**src/hw/cfg_port_pkg.sv**
```systemverilog
package cfg_port_pkg;
    // Configuration scheme encodings.
    typedef enum logic [1:0] {
        serial_scheme,
        sync_parallel_scheme,
        async_parallel_scheme
    } scheme_e;
    localparam int data_width = 8;
    localparam int ready_bit = 7;
    localparam int serial_bit = 0;
    // Time to absorb one byte after it is latched.
    localparam int busy_time_ns = 400;
    localparam int clk_period_ns = 100;
    localparam int busy_cycles = (busy_time_ns + clk_period_ns - 1) / clk_period_ns;
    localparam logic [15:0] default_image_bytes = 16'h0010;
    localparam logic [1:0] sync_stages = 2'h2;
endpackage

```
**src/hw/sync_bus_if.sv**
```systemverilog
`timescale 1ns/1ns
interface sync_bus_if #(parameter int width = 14);
    logic [width-1:0] raw;
    logic [width-1:0] synced;
    modport src (output raw, input synced);
    modport sync (input raw, output synced);
endinterface

```
**src/hw/pin_sync.sv**
```systemverilog
`timescale 1ns/1ns
module pin_sync #(
    parameter int width = 14
) (
    input wire logic clk_sys_in,
    input wire logic rst_n_in,
    sync_bus_if.sync bus
);
    logic [width-1:0] meta_q;
    logic [width-1:0] meta_d;
    logic [width-1:0] sync_q;
    logic [width-1:0] sync_d;

    // Two stages; only the second stage is visible to the block.
    always_comb begin
        meta_d = bus.raw;
        sync_d = meta_q;
    end

    always_ff @(posedge clk_sys_in) begin
        if (!rst_n_in) begin
            meta_q <= '0;
            sync_q <= '0;
        end else begin
            meta_q <= meta_d;
            sync_q <= sync_d;
        end
    end

    assign bus.synced = sync_q;
endmodule

```
**src/hw/config_port_pin_behaviour.sv**
```systemverilog
`timescale 1ns/1ns
// Summary of operation
// RQ1: Parallel schemes take each configuration byte whole from the eight data inputs.
// RQ2: Serial schemes sample only data line zero, one bit per clock.
// RQ3: Async parallel: after read strobe, drive ready/busy flag onto data line seven.
// RQ4: Completion status pulled low during configuration, released before and after.
// RQ5: Monitors detect completion by a low-to-high edge, not a high level.
// RQ6: Global output enable low forces all user I/O to high impedance.
// RQ7: Global clear low clears every internal register; here the two synchroniser stages clear only on reset.
// RQ8: Surrounding logic keeps test-port pins stable before and during configuration.
// RQ9: Ready/busy flag high when a byte can be taken, low otherwise.
// RQ10: Read strobe low makes the device drive the flag onto its data line.
// RQ11: Async parallel latches one byte on each write strobe rising edge; here an edge that comes while the busy count is still running is dropped.
module config_port_pin_behaviour
    import cfg_port_pkg::*;
#(
    parameter logic [15:0] image_bytes = cfg_port_pkg::default_image_bytes,
    parameter int user_io_width = 8
) (
    input wire logic clk_sys_in,
    input wire logic rst_n_in,
    input wire cfg_port_pkg::scheme_e scheme_in,
    input wire logic config_start_in,
    input wire logic data_clock_in,
    input wire logic [7:0] data_in,
    input wire logic write_strobe_n_in,
    input wire logic read_strobe_n_in,
    input wire logic global_output_enable_in,
    input wire logic global_register_clear_n_in,
    input wire logic [user_io_width-1:0] user_io_out_in,
    input wire logic [user_io_width-1:0] user_io_oe_in,
    output logic [7:0] data_out,
    output logic [7:0] data_oe_out,
    output logic ready_busy_flag_out,
    output logic done_status_out,
    output logic done_status_oe_out,
    output logic [user_io_width-1:0] user_io_out,
    output logic [user_io_width-1:0] user_io_oe_out,
    output logic [7:0] cfg_byte_out,
    output logic cfg_byte_valid_out,
    output logic user_mode_out
);
    // Eight data lines plus six control lines pass the synchroniser.
    localparam int sync_w = 14;
    // Idle until started, loading until the image is complete, then user mode.
    typedef enum logic [1:0] {st_idle, st_load, st_user} state_e;

    // The eight data and six control pins cross two flip-flops before any logic here reads them; scheme and user I/O inputs do not.
    sync_bus_if #(.width(sync_w)) sbus ();
    assign sbus.raw = {data_in, write_strobe_n_in, read_strobe_n_in, data_clock_in,
                       global_output_enable_in, global_register_clear_n_in, config_start_in};

    pin_sync #(.width(sync_w)) u_sync (
        .clk_sys_in(clk_sys_in),
        .rst_n_in(rst_n_in),
        .bus(sbus)
    );

    // Synchronised copies of the pins, unpacked in the order they were packed.
    logic [7:0] data_s;
    logic ws_n_s;
    logic rs_n_s;
    logic dclk_s;
    logic goe_s;
    logic gclr_n_s;
    logic start_s;
    assign {data_s, ws_n_s, rs_n_s, dclk_s, goe_s, gclr_n_s, start_s} = sbus.synced;

    // Previous synchronised strobe and clock levels feed the edge detectors.
    // A partial serial byte is lost if loading is cut short by a clear.
    state_e state_q, state_d;
    logic ws_n_q, ws_n_d;
    logic dclk_q, dclk_d;
    logic [7:0] shift_q, shift_d;
    logic [2:0] bit_cnt_q, bit_cnt_d;
    logic [15:0] byte_cnt_q, byte_cnt_d;
    logic [7:0] busy_q, busy_d;
    logic [7:0] byte_q, byte_d;
    logic valid_q, valid_d;
    logic [7:0] dout_q, dout_d;
    logic flag_drive_q, flag_drive_d;

    // Count one more byte accepted into the configuration stream.
    function automatic logic [15:0] bump(input logic [15:0] cnt);
        bump = cnt + 16'h0001;
    endfunction

    // Rising edge of a synchronised pin against its level one clock earlier.
    function automatic logic rising(input logic prev, input logic now);
        rising = !prev && now;
    endfunction

    // Capture and sequencing. The busy count models time to absorb a byte;
    // a host that ignores the flag during it has its byte dropped.
    always_comb begin
        state_d = state_q;
        ws_n_d = ws_n_s;
        dclk_d = dclk_s;
        shift_d = shift_q;
        bit_cnt_d = bit_cnt_q;
        byte_cnt_d = byte_cnt_q;
        busy_d = (busy_q != 8'h00) ? busy_q - 8'h01 : busy_q;
        byte_d = byte_q;
        valid_d = 1'b0;
        flag_drive_d = flag_drive_q;
        case (state_q)
            st_idle: begin
                // A fresh start also clears any counts left over from an earlier load.
                if (start_s) begin
                    state_d = st_load;
                    byte_cnt_d = 16'h0000;
                    bit_cnt_d = 3'h0;
                    busy_d = 8'h00;
                end
            end
            st_load: begin
                // Only the active scheme's pins are watched; the others are ignored.
                case (scheme_in)
                    async_parallel_scheme: begin
                        if (rising(ws_n_q, ws_n_s) && busy_q == 8'h00) begin // RQ11
                            byte_d = data_s; // RQ1
                            valid_d = 1'b1;
                            byte_cnt_d = bump(byte_cnt_q);
                            busy_d = 8'(busy_cycles);
                        end
                    end
                    sync_parallel_scheme: begin
                        if (rising(dclk_q, dclk_s)) begin
                            byte_d = data_s; // RQ1
                            valid_d = 1'b1;
                            byte_cnt_d = bump(byte_cnt_q);
                        end
                    end
                    default: begin
                        if (rising(dclk_q, dclk_s)) begin
                            shift_d = {data_s[serial_bit], shift_q[7:1]}; // RQ2
                            bit_cnt_d = bit_cnt_q + 3'h1;
                            // The eighth bit completes the byte; the first bit lands in bit zero.
                            if (bit_cnt_q == 3'h7) begin
                                byte_d = {data_s[serial_bit], shift_q[7:1]};
                                valid_d = 1'b1;
                                byte_cnt_d = bump(byte_cnt_q);
                            end
                        end
                    end
                endcase
                // Leave loading as soon as the last byte of the image has been taken.
                if (byte_cnt_d == image_bytes) begin
                    state_d = st_user;
                end
            end
            st_user: begin
                // User mode holds until reset or a global clear; dropping start has no effect.
                if (start_s == 1'b0) begin
                    state_d = st_user;
                end
            end
            default: begin
                state_d = st_idle;
            end
        endcase
        // Flag is presented once the read strobe has been taken low.
        flag_drive_d = (scheme_in == async_parallel_scheme) && (state_q == st_load) && !rs_n_s; // RQ10
    end

    // Reset empties every internal register; global clear empties all but the two synchroniser stages.
    always_ff @(posedge clk_sys_in) begin
        if (!rst_n_in || !gclr_n_s) begin // RQ7
            state_q <= st_idle;
            ws_n_q <= 1'b1;
            dclk_q <= 1'b0;
            shift_q <= 8'h00;
            bit_cnt_q <= 3'h0;
            byte_cnt_q <= 16'h0000;
            busy_q <= 8'h00;
            byte_q <= 8'h00;
            valid_q <= 1'b0;
            dout_q <= 8'h00;
            flag_drive_q <= 1'b0;
        end else begin
            state_q <= state_d;
            ws_n_q <= ws_n_d;
            dclk_q <= dclk_d;
            shift_q <= shift_d;
            bit_cnt_q <= bit_cnt_d;
            byte_cnt_q <= byte_cnt_d;
            busy_q <= busy_d;
            byte_q <= byte_d;
            valid_q <= valid_d;
            dout_q <= dout_d;
            flag_drive_q <= flag_drive_d;
        end
    end

    // Ready only while loading and once the busy count has run out.
    logic ready_now;
    assign ready_now = (state_q == st_load) && (busy_q == 8'h00); // RQ9

    // Only bit seven is ever driven back; the rest stay inputs.
    always_comb begin
        dout_d = 8'h00;
        dout_d[ready_bit] = ready_now; // RQ3
    end

    // The flag is driven only when asked for, so the host owns the data lines otherwise.
    assign data_out = dout_q;
    assign data_oe_out = {flag_drive_q, 7'h00}; // RQ3
    assign ready_busy_flag_out = ready_now; // RQ9

    // Open drain: only ever drives zero, and only while loading.
    assign done_status_out = 1'b0;
    assign done_status_oe_out = (state_q == st_load); // RQ4

    // User pins are live only in user mode and never when the override is low.
    assign user_io_out = user_io_out_in;
    assign user_io_oe_out = (goe_s && state_q == st_user) ? user_io_oe_in : '0; // RQ6

    // Captured byte and its one-cycle strobe for the configuration core.
    assign cfg_byte_out = byte_q;
    assign cfg_byte_valid_out = valid_q;
    assign user_mode_out = (state_q == st_user);
endmodule

```
**config.mk**
```make
export PLATFORM = sky130hd
export DESIGN_NAME = config_port_pin_behaviour
export DESIGN_NICKNAME = d
export VERILOG_FILES = /design/src/hw/cfg_port_pkg.sv /design/src/hw/sync_bus_if.sv /design/src/hw/pin_sync.sv /design/src/hw/config_port_pin_behaviour.sv
export SDC_FILE = /design/constraint.sdc
export NUM_CORES = 1
export LEC_CHECK = 0
export ABC_CLOCK_PERIOD_IN_PS = 2500
export BUFFER_PORTS_ARGS = -buffer_cell sky130_fd_sc_hd__buf_4
export CAP_MARGIN = 20
export CELL_PAD_IN_SITES_DETAIL_PLACEMENT = 0
export CELL_PAD_IN_SITES_GLOBAL_PLACEMENT = 1
export CORE_MARGIN = 5
export CORE_UTILIZATION = 37
export CTS_CLUSTER_DIAMETER = 100
export DETAILED_ROUTE_END_ITERATION = 10
export GPL_ROUTABILITY_DRIVEN = 0
export PLACE_DENSITY_LB_ADDON = 0.05
export REMOVE_ABC_BUFFERS = 1
export SKIP_LAST_GASP = 1
export SYNTH_ARGS = -nofsm -noshare
export SYNTH_HDL_FRONTEND = slang
export SYNTH_HIERARCHICAL = 1
export SYNTH_SLANG_ARGS = --single-unit
export TNS_END_PERCENT = 30
```
**constraint.sdc**
```tcl
create_clock -name clk_sys_in -period 2.5 [get_ports clk_sys_in]
set_input_delay 0.25 -clock clk_sys_in [delete_from_list [all_inputs] [get_ports clk_sys_in]]
set_output_delay 0.25 -clock clk_sys_in [all_outputs]
set_load 0.02 [all_outputs]
```
==> results.txt <==
----------------------------------------------------
[Outcome]
  Status ... finished with violations
  Violated checks ... negative setup slack

[Routing]
  WL/cell ... 14.7 um
  Count of nets left with antenna violations after detail routing ... 0
  Final wirelength ... 10,000 um
  Number of DRC violations after detailed-routing iteration 0 ... 129
  Remaining design rule violation count ... 0
  Via count normalized by instance count ... 5.06
  Number of detailed-routing iterations run before antenna repair ... 4
  Via count ... 3,463

[Setup path]
  Setup slack, reg-to-reg ... -0.09 ns
  Kind of critical path ... reg2reg
  Worst setup path start ... busy_q[4]
  Critical R2R Launch ... busy_q[4]
  Destination of the worst register-to-register timing path ... state_q[0]
  CP Max Fanout ... 5
  Critical path startpoint category ... flip-flop
  Worst Setup EP ... state_q[0]
  Worst Path Arrival ... 2.88 ns
  Length in cells of the worst reg-to-reg path ... 9
  Endpoint type of the worst setup path ... flip-flop
  Required time at the worst-slack endpoint ... 2.79 ns

[Pwr]
  Ratio of total power to cell area ... 489 mW/mm^2
  Share of total power in combinational logic ... 7.9%
  Switching power of the nets ... 0.000654 W
  Internal power consumption ... 0.00183 W
  Clock network power share ... 41.6%
  Peak supply drop ... 0.000273 V
  Design Power ... 0.00248 W
  Switching part of the total power ... 26.3%
  Static leakage power ... 2.15 nW
  Sequential cell fraction of total power ... 50.5%

[Timing]
  Slew Limit Fails ... 0
  Highest achievable clock rate ... 0.385 GHz
  Final hold viol count ... 0
  Sum of negative setup slack ... -0.152 ns
  Least-Margin Pin Slew ... 0.500 ns
  Post-route clock period utilization ... 104%
  Final-report setup violation count ... 2
  Worst Slack Setup Final ... -0.0946 ns
  RSZ-0062 raised after global routing ... true
  Shortest clock period the worst path allows after layout ... 2.59 ns
  Worst rel slew slack ... 66.7%
  Maximum clock skew at final layout ... 0.0116 ns

[Floorplan]
  Die Span Y ... 113 um
  I/O Pins ... 79
  Num rows ... 37
  Die Footprint ... 0.0127 mm^2
  Core box area ... 0.0103 mm^2
  Die width ... 113 um
  Starting density of the core ... 37.9%

[Finish]
  Area occupied by multi-input gates ... 0.00217 mm^2
  Count of nets after finishing ... 588
  Layout overhead on the synthesized area ... 30.3%
  Number of filler instances in the final layout ... 1,014
  Antenna Cells ... 0
  Sequential cell area in the final layout ... 0.00155 mm^2
  Ratio of cells with drive above 1 in the final layout ... 37.0%
  Number of standard cells in the final layout excluding fillers ... 685

[Clock network]
  Root buf cell ... clkbuf_8
  CTS HTree Levels ... 3
  CTS clock-pin slew for the worst setup and hold paths ... 0.09 ns
  TritonCTS Sinks ... 77
  Bufs on Longest Clock Path ... 2
  Hold buffer count at cts ... 0
  Number of CTS-inserted buffers ... 9
  CTS tree ... done
  Clock insertion delay at the later pin of the skew report ... 0.36 ns

[Global route]
  Total congestion overflow ... 0
  Tot GR Track Use ... 15.8%
  Antenna violations before repair ... 0
  Number of global-route vias before repair ... 3,430
  Maximum number of pins on one net before global-route repair ... 38
  Wire length of the first global-routing pass ... 16,500 um

[Synthesis]
  Top FF cell, synth ... dfxtp_1
  Adder and majority gate portion of the synthesized area ... 3.21%
  Cell with the most instances after synthesis ... dfxtp_1
  Leading post-synthesis cells by instance count ... dfxtp_1, nor2_1, nand2_1
  Dominant combinational cell family by area after synthesis ... simple AND/OR/NAND/NOR gates
  Count of warnings emitted by yosys ... 6
  Syn Area/Cell ... 8.87 um^2
  Post-synthesis cell type count ... 75
  Xor and xnor area share after synthesis ... 1.57%
  Gate count of the mapped netlist ... 439
  Main area contributors after synthesis ... dfxtp_1, buf_4, nor2_1
  Number of flops mapped to enable cells by yosys ... 0
  Post-synthesis simple-gate area fraction ... 26.3%
  Register bit count reported by yosys ... 77
  Sequential share of the synthesized area ... 39.6%
  Mapped Area ... 0.00389 mm^2
  Top cell type's share of synthesized area ... 39.6%
  Most area-hungry cell type in the Yosys netlist ... dfxtp_1
  Fraction of the mapped netlist area in compound gates ... 17.7%
  Share of flip-flops with an asynchronous set or reset ... 0%
  Share of synthesized area spent on multiplexers ... 2.60%

[Placement]
  HPWL after DPL ... 7310 um
  Dpl cells ... 657
  # port buffers ... 47

[Job]
  Max-cap check violation count ... 0

[Min path]
  Path class of the lowest-slack min-delay path ... in2reg

----------------------------------------------------
timing repair:
action                                  CTS  global route
gates resized for setup                  30             5
endpoints found under the hold margin     0             0
endpoints found under the setup margin    2             3
pin swaps                                16             8
buffers inserted                         10             2
registers in the layout, summed over array words and instances, names as in the netlist:
register and cells:
cfg_byte_valid_out 1, state_q 2, busy_q 8, u_sync/meta_q 14, shift_q 7, byte_cnt_q 16
cfg_byte_out 8, data_out 1, ws_n_q 1, u_sync/bus.synced 14, bit_cnt_q 3, dclk_q 1
flag_drive_q 1
layout by cell type, fill, tap and decap left out, types with 4 or more instances in the layout:
| cell | n |
|---|---|
| buf_4 | 119 |
| inv_1 | 14 |
| dfxtp_1 | 71 |
| xnor2_1 | 5 |
| a31oi_1 | 4 |
| nand3_1 | 9 |
| nand2_1 | 33 |
| nor4_1 | 4 |
| o21ai_0 | 10 |
| nor2_1 | 47 |
| a22oi_1 | 11 |
| and3_1 | 11 |
| and2_2 | 22 |
| and2_1 | 10 |
| nand4_1 | 6 |
| ha_1 | 7 |
| mux2i_1 | 9 |
| a211oi_1 | 10 |
| clkbuf_8 | 9 |
| nor3_1 | 7 |
| dfxtp_2 | 5 |
| inv_6 | 4 |
| a21oi_1 | 24 |
| conb_1 | 15 |
metrics by stage:
| step | area, um^2 | hold slack [ns] | worst slack [ns] | util, % |
|---|---|---|---|---|
| 3_3_place_gp | 4640 | 0.385 | -0.187 | 45.1 |
| 3_5_place_dp | 4640 | 0.382 | -0.248 | 45.1 |
| 4_1_cts | 5040 | 0.0760 | -0.0118 | 49.1 |
| 5_1_grt | 5070 | 0.0913 | -0.197 | 49.4 |
| 2_1_floorplan | 3660 | 0.372 | -0.329 | - |
| 6_report | 5070 | 0.0973 | -0.0946 | 49.4 |
critical path: stages (launching register included):
cell	delay [ns]
dfxtp_4	0.36
buf_12	0.12
nor4_4	0.38
nand2_4	0.11
o311a_4	0.40
a221o_1	0.40
nor4b_4	0.28
and4_4	0.28
o21ai_2	0.05
a21oi_1	0.14
worst min path at each step:
stage	cells past startpoint	start	slack, ns	end
after CTS	2	data_in[2]	0.08	u_sync/meta_q[8]
after floorplan	1	rst_n_in	0.37	u_sync/bus.synced[4]
after global placement	1	u_sync/bus.synced[4]	0.39	flag_drive_q
after detailed placement	1	u_sync/bus.synced[4]	0.38	flag_drive_q
final	2	data_in[2]	0.1	u_sync/meta_q[8]
after global routing	2	data_in[1]	0.09	u_sync/meta_q[7]
cell families (layout without fill, tap and decap cells):
family,Yosys count,in the layout
flops,77,77
xor+xnor,7,7
simple gates,180,180
fa+ha+maj,10,10
mux,10,10
compound gates,98,98
buf+inv,56,152
other cells,1,15
power by group through the flow:
stage	combinational, W	sequential (W)	clock, W
floorplan	0.000103	0.00128	0
global placement	0.000189	0.00128	0
detailed placement	0.000190	0.00128	0
CTS	0.000196	0.00125	0.00107
global route	0.000215	0.00126	0.00113
finish	0.000197	0.00125	0.00103
cell type report:
type / instances / area share (%)
timing repair buffer: 120 / 18.0
sequential: 77 / 30.6
tap: 136 / 3.35
multi-input combinational: 320 / 42.7
inverter: 16 / 1.18
clock buffer: 9 / 2.44
clock inverter: 7 / 1.73
per-layer routing:
| metal | vias up | share of wire (%) | track usage [%] |
|---|---|---|---|
| li1 | 1741 | - | - |
| met1 | 1632 | 46 | 19.7 |
| met2 | 72 | 49 | 26.5 |
| met3 | 18 | 3.5 | 3.02 |
| met4 | 0 | 2.1 | 6.81 |
| met5 | - | 0 | 0 |
Power figures use the tool's default switching activity.
